<file path="src/hw/ist_pkg.sv">
/*
 * Shared constants for the two-wire slave engine with bus time-out:
 * register offsets, field positions, reset values and engine states.
 * Assumes an 8-bit register port with a 3-bit word address.
 */
package ist_pkg;

   // Register offsets on the plain register port
   localparam logic [2:0] OFS_DATA = 3'h0;     // serial_data_buffer
   localparam logic [2:0] OFS_OWN  = 3'h1;     // own_address_register
   localparam logic [2:0] OFS_MODE = 3'h2;     // serial_mode_register
   localparam logic [2:0] OFS_STAT = 3'h3;     // bus_status_control_register
   localparam logic [2:0] OFS_TOC  = 3'h4;     // bus_timeout_control

   // Status/control register fields
   localparam int STAT_DONE  = 7;              // transfer_complete_flag
   localparam int STAT_MATCH = 6;              // address_match_flag
   localparam int STAT_BUSY  = 5;              // bus_busy_flag
   localparam int STAT_HTX   = 4;              // transmit_role_select
   localparam int STAT_OUTGOING_ACK_BIT  = 3;              // outgoing_ack_bit
   localparam int STAT_SRW   = 2;              // master_direction_flag
   localparam int STAT_WAKE  = 1;              // wake-up control, stored only
   localparam int STAT_INCOMING_ACK_FLAG  = 0;              // incoming_ack_flag

   // Mode register: bit 1 switches the engine on
   localparam int MODE_EN = 1;

   // Time-out control fields
   localparam int TOC_EN   = 7;                // timeout_enable
   localparam int TOC_FLAG = 6;                // timeout_flag
   localparam int TOC_SEL_W = 6;               // timeout_period_select width

   // Reset values
   localparam logic [7:0] STAT_RST = 8'h81;
   localparam logic [7:0] MODE_RST = 8'he0;
   localparam logic [7:0] TOC_RST  = 8'h00;
   localparam logic [7:0] OWN_RST  = 8'h00;
   localparam logic [7:0] DATA_RST = 8'h00;

   // Serial framing and time-out tick
   localparam logic [2:0] LAST_BIT   = 3'h7;   // index of the 8th bit of a byte
   localparam int         SUB_DIV    = 32;     // sub clock edges per time-out tick
   localparam logic [4:0] PRESC_LAST = 5'(SUB_DIV - 1);

   // Engine states
   typedef enum logic [2:0] {
      IST_IDLE    = 3'b000,
      IST_ADDR    = 3'b001,
      IST_ACK     = 3'b010,
      IST_SERVICE = 3'b011,
      IST_RX      = 3'b100,
      IST_TX      = 3'b101,
      IST_PARK    = 3'b110
   } ist_state_t;

endpackage

</file>
<file path="src/hw/ist_slave.sv">
/*
 * Two-wire bus slave engine with bus time-out: address match, byte
 * shifting through a shared data buffer, clock stretching until
 * software services the buffer, and a time-out that restores status.
 * Assumes open-drain pins resolved outside, a free-running sub clock
 * pin, and a register master that never waits.
 */
// Added by the designer: the address-and-strobe port and the placing of the registers.
`timescale 1ns/10ps
module ist_slave
   import ist_pkg::*;
(
   input  wire logic       clk_in,
   input  wire logic       reset_in,
   input  wire logic [2:0] addr_in,
   input  wire logic [7:0] wdata_in,
   input  wire logic       wr_in,
   input  wire logic       rd_in,
   output logic      [7:0] rdata_out,
   input  wire logic       scl_in,
   output logic            scl_out,
   output logic            scl_oe_out,
   input  wire logic       sda_in,
   output logic            sda_out,
   output logic            sda_oe_out,
   input  wire logic       sub_clk_in,
   output logic            serial_irq_out
);

   // Synchronised pins: bit 0 SCL, bit 1 SDA, bit 2 sub clock
   logic [2:0] pin_lvl;
   logic [2:0] pin_rise;
   logic [2:0] pin_fall;

   ist_sync #(
      .WIDTH     (3)
   ) u_sync (
      .clk_in    (clk_in),
      .reset_in  (reset_in),
      .pin_in    ({sub_clk_in, sda_in, scl_in}),
      .level_out (pin_lvl),
      .rise_out  (pin_rise),
      .fall_out  (pin_fall)
   );

   logic scl_s;
   logic sda_s;
   logic scl_rise;
   logic scl_fall;
   logic start_det;
   logic stop_det;

   assign scl_s     = pin_lvl[0];
   assign sda_s     = pin_lvl[1];
   assign scl_rise  = pin_rise[0];
   assign scl_fall  = pin_fall[0];
   assign start_det = pin_fall[1] & scl_s;
   assign stop_det  = pin_rise[1] & scl_s;

   // Registers
   logic [7:0] data_ff;
   logic [7:0] own_ff;
   logic [7:0] mode_ff;
   logic [7:0] stat_ff;
   logic [7:0] toc_ff;
   logic [7:0] rdata_ff;

   // Engine state
   ist_state_t state_ff;
   logic [7:0] shreg_ff;
   logic [2:0] bitcnt_ff;
   logic       ack_tx_ff;      // Ack phase samples the master rather than drives
   logic       ack_val_ff;     // Level to drive during an ack phase
   logic       ack_fall_ff;    // First SCL fall of the ack phase seen
   logic       sda_oe_ff;
   logic       scl_hold_ff;
   logic       tmo_run_ff;
   logic       irq_ff;

   // Decoded strobes and engine events
   logic wr_data;
   logic rd_data;
   logic wr_stat;
   logic wr_toc;
   logic eng_en;
   logic addr_done;
   logic match;
   logic rx_done;
   logic tx_done;
   logic ack_sample;
   logic serviced;
   logic tmo_hit;

   assign wr_data = wr_in & (addr_in == OFS_DATA);
   assign rd_data = rd_in & (addr_in == OFS_DATA);
   assign wr_stat = wr_in & (addr_in == OFS_STAT);
   assign wr_toc  = wr_in & (addr_in == OFS_TOC);
   assign eng_en  = mode_ff[MODE_EN];

   assign addr_done  = (state_ff == IST_ADDR) & scl_rise & (bitcnt_ff == LAST_BIT);
   assign match      = addr_done & (shreg_ff[6:0] == own_ff[6:0]);
   assign rx_done    = (state_ff == IST_RX) & scl_rise & (bitcnt_ff == LAST_BIT);
   assign tx_done    = (state_ff == IST_TX) & scl_rise & (bitcnt_ff == LAST_BIT);
   assign ack_sample = (state_ff == IST_ACK) & ack_tx_ff & ack_fall_ff & scl_rise;
   // Buffer write releases a transmitter, a dummy read releases a receiver
   assign serviced   = stat_ff[STAT_HTX] ? wr_data : rd_data;

   // Time-out counter, running only while enabled and a matched frame lasts
   ist_timeout u_timeout (
      .clk_in        (clk_in),
      .reset_in      (reset_in),
      .run_in        (tmo_run_ff & toc_ff[TOC_EN]),
      .clear_in      (scl_fall),
      .sub_edge_in   (pin_rise[2]),
      .period_sel_in (toc_ff[TOC_SEL_W-1:0]),
      .expire_out    (tmo_hit)
   );

   // Time-out window opens on a match and closes on STOP or expiry
   always_ff @(posedge clk_in)
   begin
      if (reset_in || tmo_hit || stop_det || !eng_en)
         tmo_run_ff <= 1'b0;
      else if (match)
         tmo_run_ff <= 1'b1;
   end

   // Own address and mode registers survive a time-out untouched
   always_ff @(posedge clk_in)
   begin
      if (reset_in)
      begin
         own_ff  <= OWN_RST;
         mode_ff <= MODE_RST;
      end
      else if (wr_in)
      begin
         if (addr_in == OFS_OWN)
            own_ff <= wdata_in;
         if (addr_in == OFS_MODE)
            mode_ff <= wdata_in;
      end
   end

   // Shared data buffer: software loads it, received bytes overwrite it
   always_ff @(posedge clk_in)
   begin
      if (reset_in)
         data_ff <= DATA_RST;
      else if (rx_done)
         data_ff <= {shreg_ff[6:0], sda_s};
      else if (wr_data)
         data_ff <= wdata_in;
   end

   // Status/control register; hardware events win over software writes
   always_ff @(posedge clk_in)
   begin
      if (reset_in || tmo_hit || !eng_en)
         stat_ff <= STAT_RST;
      else
      begin
         if (wr_stat)
         begin
            stat_ff[STAT_HTX]  <= wdata_in[STAT_HTX];
            stat_ff[STAT_OUTGOING_ACK_BIT] <= wdata_in[STAT_OUTGOING_ACK_BIT];
            stat_ff[STAT_WAKE] <= wdata_in[STAT_WAKE];
         end
         if (start_det)
         begin
            stat_ff[STAT_BUSY]  <= 1'b1;
            stat_ff[STAT_MATCH] <= 1'b0;
         end
         else if (stop_det)
            stat_ff[STAT_BUSY] <= 1'b0;
         if (match)
         begin
            stat_ff[STAT_MATCH] <= 1'b1;
            stat_ff[STAT_SRW]   <= sda_s;
         end
         // Flag low while a data byte moves, high once eight bits are in
         if (scl_fall && (state_ff == IST_RX || state_ff == IST_TX)
             && bitcnt_ff == 3'h1)
            stat_ff[STAT_DONE] <= 1'b0;
         if (addr_done || rx_done || tx_done)
            stat_ff[STAT_DONE] <= 1'b1;
         if (ack_sample)
            stat_ff[STAT_INCOMING_ACK_FLAG] <= sda_s;
      end
   end

   // Time-out control; expiry clears enable and sets the sticky flag
   always_ff @(posedge clk_in)
   begin
      if (reset_in)
         toc_ff <= TOC_RST;
      else
      begin
         if (wr_toc)
            toc_ff <= wdata_in;
         if (tmo_hit)
         begin
            toc_ff[TOC_EN]   <= 1'b0;
            toc_ff[TOC_FLAG] <= 1'b1;
         end
         else if (wr_toc)
            toc_ff[TOC_FLAG] <= toc_ff[TOC_FLAG] & wdata_in[TOC_FLAG];
      end
   end

   // One interrupt pulse for match, byte completion or time-out
   always_ff @(posedge clk_in)
   begin
      if (reset_in)
         irq_ff <= 1'b0;
      else
         irq_ff <= match | rx_done | tx_done | tmo_hit;
   end

   // Read data stand in the cycle after the strobe; unmapped reads as zero
   always_ff @(posedge clk_in)
   begin
      if (reset_in)
         rdata_ff <= 8'h00;
      else if (rd_in)
      begin
         case (addr_in)
            OFS_DATA: rdata_ff <= data_ff;
            OFS_OWN:  rdata_ff <= own_ff;
            OFS_MODE: rdata_ff <= mode_ff;
            OFS_STAT: rdata_ff <= stat_ff;
            OFS_TOC:  rdata_ff <= toc_ff;
            default:  rdata_ff <= 8'h00;
         endcase
      end
      else
         rdata_ff <= 8'h00;
   end

   // Serial engine: bits are sampled on SCL rise and driven after SCL fall
   always_ff @(posedge clk_in)
   begin
      if (reset_in || tmo_hit || !eng_en)
      begin
         state_ff    <= IST_IDLE;
         shreg_ff    <= 8'h00;
         bitcnt_ff   <= 3'h0;
         ack_tx_ff   <= 1'b0;
         ack_val_ff  <= 1'b1;
         ack_fall_ff <= 1'b0;
         sda_oe_ff   <= 1'b0;
         scl_hold_ff <= 1'b0;
      end
      else if (start_det)
      begin
         // A repeated START aborts whatever was in flight
         state_ff    <= IST_ADDR;
         bitcnt_ff   <= 3'h0;
         sda_oe_ff   <= 1'b0;
         scl_hold_ff <= 1'b0;
      end
      else if (stop_det)
      begin
         state_ff    <= IST_IDLE;
         sda_oe_ff   <= 1'b0;
         scl_hold_ff <= 1'b0;
      end
      else
      begin
         case (state_ff)
            IST_IDLE:
               state_ff <= IST_IDLE;
            IST_ADDR:
               if (scl_rise)
               begin
                  shreg_ff  <= {shreg_ff[6:0], sda_s};
                  bitcnt_ff <= bitcnt_ff + 3'h1;
                  if (bitcnt_ff == LAST_BIT)
                  begin
                     ack_tx_ff   <= 1'b0;
                     ack_val_ff  <= 1'b0;
                     ack_fall_ff <= 1'b0;
                     state_ff    <= match ? IST_ACK : IST_PARK;
                  end
               end
            IST_ACK:
               if (scl_fall)
               begin
                  if (!ack_fall_ff)
                  begin
                     // Ninth bit: drive our ack or leave SDA to the master
                     ack_fall_ff <= 1'b1;
                     sda_oe_ff   <= ~ack_tx_ff & ~ack_val_ff;
                  end
                  else
                  begin
                     sda_oe_ff <= 1'b0;
                     if (ack_tx_ff && stat_ff[STAT_INCOMING_ACK_FLAG])
                        state_ff <= IST_PARK;
                     else
                     begin
                        scl_hold_ff <= 1'b1;
                        state_ff    <= IST_SERVICE;
                     end
                  end
               end
            IST_SERVICE:
               if (serviced)
               begin
                  scl_hold_ff <= 1'b0;
                  bitcnt_ff   <= 3'h0;
                  if (stat_ff[STAT_HTX])
                  begin
                     // MSB is put on SDA in the same cycle that the SCL hold is released
                     shreg_ff  <= wdata_in;
                     sda_oe_ff <= ~wdata_in[7];
                     state_ff  <= IST_TX;
                  end
                  else
                     state_ff <= IST_RX;
               end
            IST_RX:
               if (scl_rise)
               begin
                  shreg_ff  <= {shreg_ff[6:0], sda_s};
                  bitcnt_ff <= bitcnt_ff + 3'h1;
                  if (bitcnt_ff == LAST_BIT)
                  begin
                     ack_tx_ff   <= 1'b0;
                     ack_val_ff  <= stat_ff[STAT_OUTGOING_ACK_BIT];
                     ack_fall_ff <= 1'b0;
                     state_ff    <= IST_ACK;
                  end
               end
            IST_TX:
               if (scl_rise)
               begin
                  bitcnt_ff <= bitcnt_ff + 3'h1;
                  if (bitcnt_ff == LAST_BIT)
                  begin
                     ack_tx_ff   <= 1'b1;
                     ack_fall_ff <= 1'b0;
                     state_ff    <= IST_ACK;
                  end
               end
               else if (scl_fall && bitcnt_ff != 3'h0)
               begin
                  // Next bit goes out after each fall, MSB first
                  shreg_ff  <= {shreg_ff[6:0], 1'b0};
                  sda_oe_ff <= ~shreg_ff[6];
               end
            IST_PARK:
               sda_oe_ff <= 1'b0;
            default:
               state_ff <= IST_IDLE;
         endcase
      end
   end

   // Open-drain outputs only ever pull low
   assign scl_out        = 1'b0;
   assign sda_out        = 1'b0;
   assign scl_oe_out     = scl_hold_ff;
   assign sda_oe_out     = sda_oe_ff;
   assign rdata_out      = rdata_ff;
   assign serial_irq_out = irq_ff;

endmodule // ist_slave

</file>
<file path="src/hw/ist_sync.sv">
/*
 * Two-flop synchronisers with edge detection for pin inputs.
 * Assumes every input is asynchronous to clk_in; the edge pulses
 * come from the second flop and a third history flop only.
 */
`timescale 1ns/10ps
module ist_sync
   import ist_pkg::*;
#(
   parameter int WIDTH = 3
)(
   input  wire logic             clk_in,
   input  wire logic             reset_in,
   input  wire logic [WIDTH-1:0] pin_in,
   output logic      [WIDTH-1:0] level_out,
   output logic      [WIDTH-1:0] rise_out,
   output logic      [WIDTH-1:0] fall_out
);

   genvar i;
   generate
      for (i = 0; i < WIDTH; i++)
      begin : g_bit
         logic meta_ff;
         logic stable_ff;
         logic hist_ff;

         // Idle bus lines are high, so reset to one to avoid false edges
         always_ff @(posedge clk_in)
         begin
            if (reset_in)
            begin
               meta_ff   <= 1'b1;
               stable_ff <= 1'b1;
               hist_ff   <= 1'b1;
            end
            else
            begin
               meta_ff   <= pin_in[i];
               stable_ff <= meta_ff;
               hist_ff   <= stable_ff;
            end
         end

         assign level_out[i] = stable_ff;
         assign rise_out[i]  = stable_ff & ~hist_ff;
         assign fall_out[i]  = ~stable_ff & hist_ff;
      end
   endgenerate

endmodule // ist_sync

</file>
<file path="src/hw/ist_timeout.sv">
/*
 * Bus time-out counter: divides sub clock edges by 32 into ticks and
 * fires after (select + 1) ticks unless cleared first.
 * Assumes sub_edge_in is a synchronised one-cycle pulse.
 */
`timescale 1ns/10ps
module ist_timeout
   import ist_pkg::*;
(
   input  wire logic                 clk_in,
   input  wire logic                 reset_in,
   input  wire logic                 run_in,
   input  wire logic                 clear_in,
   input  wire logic                 sub_edge_in,
   input  wire logic [TOC_SEL_W-1:0] period_sel_in,
   output logic                      expire_out
);

   logic [4:0]           presc_ff;
   logic [TOC_SEL_W-1:0] ticks_ff;
   logic                 tick;

   assign tick       = run_in & sub_edge_in & (presc_ff == PRESC_LAST);
   assign expire_out = tick & (ticks_ff == period_sel_in);

   // Prescaler restarts on every clear, so each period is whole ticks
   always_ff @(posedge clk_in)
   begin
      if (reset_in || clear_in || !run_in)
         presc_ff <= 5'h00;
      else if (sub_edge_in)
         presc_ff <= presc_ff + 5'h01;
   end

   // Tick counter clears after expiry because run drops with the enable
   always_ff @(posedge clk_in)
   begin
      if (reset_in || clear_in || !run_in)
         ticks_ff <= '0;
      else if (tick)
         ticks_ff <= ticks_ff + 6'h01;
   end

endmodule // ist_timeout

</file>
<file path="config.mk">
export PLATFORM = sky130hd
export DESIGN_NAME = ist_slave
export DESIGN_NICKNAME = d
export VERILOG_FILES = /design/src/hw/ist_pkg.sv /design/src/hw/ist_slave.sv /design/src/hw/ist_sync.sv /design/src/hw/ist_timeout.sv
export SDC_FILE = /design/constraint.sdc
export NUM_CORES = 1
export LEC_CHECK = 0
export BUFFER_PORTS_ARGS = -buffer_cell sky130_fd_sc_hd__buf_2
export CAP_MARGIN = 10
export CORE_UTILIZATION = 44
export DETAILED_ROUTE_END_ITERATION = 7
export PLACE_DENSITY_LB_ADDON = 0.12
export SLEW_MARGIN = 5
export SYNTH_ARGS = -nofsm -noshare
export SYNTH_HDL_FRONTEND = slang
export SYNTH_SLANG_ARGS = --single-unit
</file>
<file path="constraint.sdc">
create_clock -name clk_in -period 2.1 [get_ports clk_in]
set_input_delay 0.105 -clock clk_in [delete_from_list [all_inputs] [get_ports clk_in]]
set_output_delay 0.105 -clock clk_in [all_outputs]
set_load 0.005 [all_outputs]
</file>
==> impl_metrics.tcl <==
set metrics [dict create \
    finalPower_mw 3.06 \
    drc 0 \
    yosysMostFrequentCell "dfxtp_1" \
    synth_area_sq_um 4470 \
    cts-htree-levels 3 \
    cts_tree "yes" \
    nets 566 \
    cts.reportedPaths.clkPinSlew_ns 0.09 \
    status "finished clean" \
    setup_violations 0 \
    synth-seq-cells 88 \
    grt_pass1_vias 3471 \
    endpoint_kind "register" \
    cp.required_ns 2.33 \
    hold_class "in -> reg" \
    grt_setup_unrepaired "false" \
    p_leak_nw 1.94 \
    firstDrtPassIters 5 \
    p_seq_share_pct 55.9 \
    finClkSkew_ns 0.0121 \
    synth_top_area_share_pct 39.4 \
    p_comb_share_pct 7.3 \
    core_area_sq_um 9820 \
    critPathMaxFanout 16 \
    dieArea_sq_um 10600 \
    insertion_delay_ns 0.37 \
    setup-tns-final_ns 0 \
    grt_pass1_wl_microns 18300 \
    hpwl_microns 8610 \
    finalHoldViolCount 0 \
    yosysWarningCount 0 \
    synthTopCellsByCount "dfxtp_1 (88), nor2_1 (57), nand2_1 (47), a21oi_1 (33), mux2i_1 (33)" \
    worst_pin_slew_ns 0.558 \
    ys.flop_type "dfxtp_1" \
    clock_power_share_pct 36.9 \
    synth-edff-count 0 \
    ys_seq_area_share_pct 39.4 \
    swShare_pct 26.3 \
    ys_top_cells_by_area "dfxtp_1 (39%), mux2i_1 (7.4%), nor2_1 (4.8%)" \
    routedWlPerCell_microns 17.2 \
    finalCriticalPeriod_ns 1.96 \
    io_buffers 28 \
    yosys.cell_types.count 64 \
    slew_headroom_pct 62.8 \
    synthCells 508 \
    postRouteAntennaNets 0 \
    crit_arrival_ns 2.19 \
    antenna_found_initial 0 \
    p_sw_mw 0.805 \
    die_x_microns 103 \
    cp-start-kind "register" \
    vias_per_cell 5.54 \
    die_h_microns 103 \
    root_buffer "clkbuf_8" \
    irDropWorstVdd_v 0.000246 \
    cts_resized 0 \
    fin_crit_sh_pct 93.5 \
    initial_core_util_pct 45.5 \
    cts_buffer_depth 2 \
    numCtsBuffers 9 \
    grt_overflow 0 \
    area_growth_pct 11.2 \
    powerDensity_nw_per_um2 615 \
    post-route-util_pct 50.6 \
    grt_max_degree 39 \
    drv_cap 0 \
    syn_avg_cell_area_sq_um 8.80 \
    cts_sinks 88 \
    num_vias 3764 \
    routed_wl_microns 11700 \
    worst-setup-path-type "reg -> reg" \
    intPower_mw 2.25 \
    ys_async_sr_fraction_pct 0 \
    synth_area_leader_cell "dfxtp_1" \
    insertedDiodeCount 0 \
    nFillCells 980 \
    slew_viol_final 0 \
    grt_use_total_pct 23.4 \
    fp-row-count 36 \
    drive_gt1_share_pct 17.4 \
    drtIter0Drc 218 \
    gp_congestion 0.990 \
    ios 31 \
    fmax_mhz 509 \
]
## logic make-up (layout without fill, tap and decap cells)
logic type / after synthesis / count (layout) / share of synthesized area [%]
other: 1 / 2 / 0.0839
AND/OR/NAND/NOR: 202 / 202 / 24.2
adder cells (fa/ha/maj): 8 / 8 / 2.18
buffers and inverters: 40 / 77 / 5.18
AO/OA/AOI/OAI: 106 / 106 / 15.3
XOR/XNOR: 23 / 23 / 4.51
multiplexers: 40 / 40 / 9.24
flip-flops: 88 / 88 / 39.4
## critical path, cell delays in order (launching register included)
cell and delay (ns):
dfxtp_1 0.44, ha_1 0.18, ha_1 0.21, nand3b_4 0.13, or3_1 0.62, nor2_1 0.19
a211oi_1 0.06
## final timing paths
kind	startpoint	end	slack, ns	cells past startpoint
hold / removal	wdata_in[5]	toc_ff[5]	0.05	3
hold reg to reg	u_sync.g_bit[2].meta_ff	u_sync.g_bit[2].stable_ff	0.42	1
setup / recovery	bitcnt_ff[0]	data_ff[5]	0.14	6
setup reg to reg	bitcnt_ff[0]	data_ff[5]	0.14	6
## metal layers
layer | wire [microns] | global-route usage, % | vias up
met5 | 0 | 0 | -
met4 | 372 | 11.6 | 0
met3 | 572 | 3.25 | 24
met2 | 5220 | 37.2 | 117
met1 | 5540 | 31.2 | 1760
li1 | - | - | 1863
## through the flow
step	hold slack (ns)	area (sq um)	cells	setup slack (ns)
3_5_place_dp	0.289	4740	658	0.135
5_1_grt	0.0484	4970	679	0.00896
2_1_floorplan	0.209	4470	509	0.258
4_1_cts	0.0285	4950	677	0.126
6_report	0.0471	4970	679	0.137
3_3_place_gp	0.287	4740	658	0.175
## cell usage in the layout (no fill, tap or decap), types with 10 or more instances in the layout
| cell | synthesis | final |
|---|---|---|
| nand2_1 | 47 | 47 |
| a31oi_1 | 13 | 13 |
| o22ai_1 | 10 | 10 |
| nor2_1 | 57 | 57 |
| mux2i_1 | 33 | 33 |
| dfxtp_1 | 88 | 88 |
| nor3_1 | 17 | 17 |
| a21oi_1 | 33 | 33 |
| clkbuf_8 | 0 | 10 |
| and2_1 | 11 | 11 |
| buf_2 | 8 | 28 |
| nor4_1 | 10 | 10 |
| xor2_1 | 15 | 15 |
| a211oi_1 | 13 | 13 |
| buf_4 | 7 | 20 |
## sequential cells by signal (all words and copies together) (netlist names), 5 cells and up
name                flops
data_ff                 8
mode_ff                 8
own_ff                  8
rdata_out               8
shreg_ff                7
stat_ff                 8
toc_ff                  8
u_timeout.presc_ff      5
u_timeout.ticks_ff      6
## power groups by stage
| stage | Combinational, mW | Clock [mW] | Sequential, mW |
|---|---|---|---|
| finish | 0.222 | 1.13 | 1.71 |
| global route | 0.239 | 1.23 | 1.71 |
| CTS | 0.220 | 1.16 | 1.71 |
| detailed placement | 0.215 | 0 | 1.75 |
| global placement | 0.214 | 0 | 1.75 |
| floorplan | 0.144 | 0 | 1.74 |
## timing repair
action                     CTS  global route
hold endpoints to repair     3             0
hold buffers                 3             0
setup buffers                0             2
setup endpoints to repair    0            14
## cell type report
type / count / area [sq um] / area share (%)
Inverter: 9 / 33.8 / 0.680
Timing Repair Buffer: 52 / 340 / 6.85
Clock buffer: 10 / 138 / 2.77
Multi-Input combinational cell: 381 / 2480 / 49.9
Sequential cell: 88 / 1760 / 35.4
Clock inverter: 6 / 48.8 / 0.982
Tap cell: 133 / 166 / 3.35
Note: power is estimated with default switching activity, not from simulation.
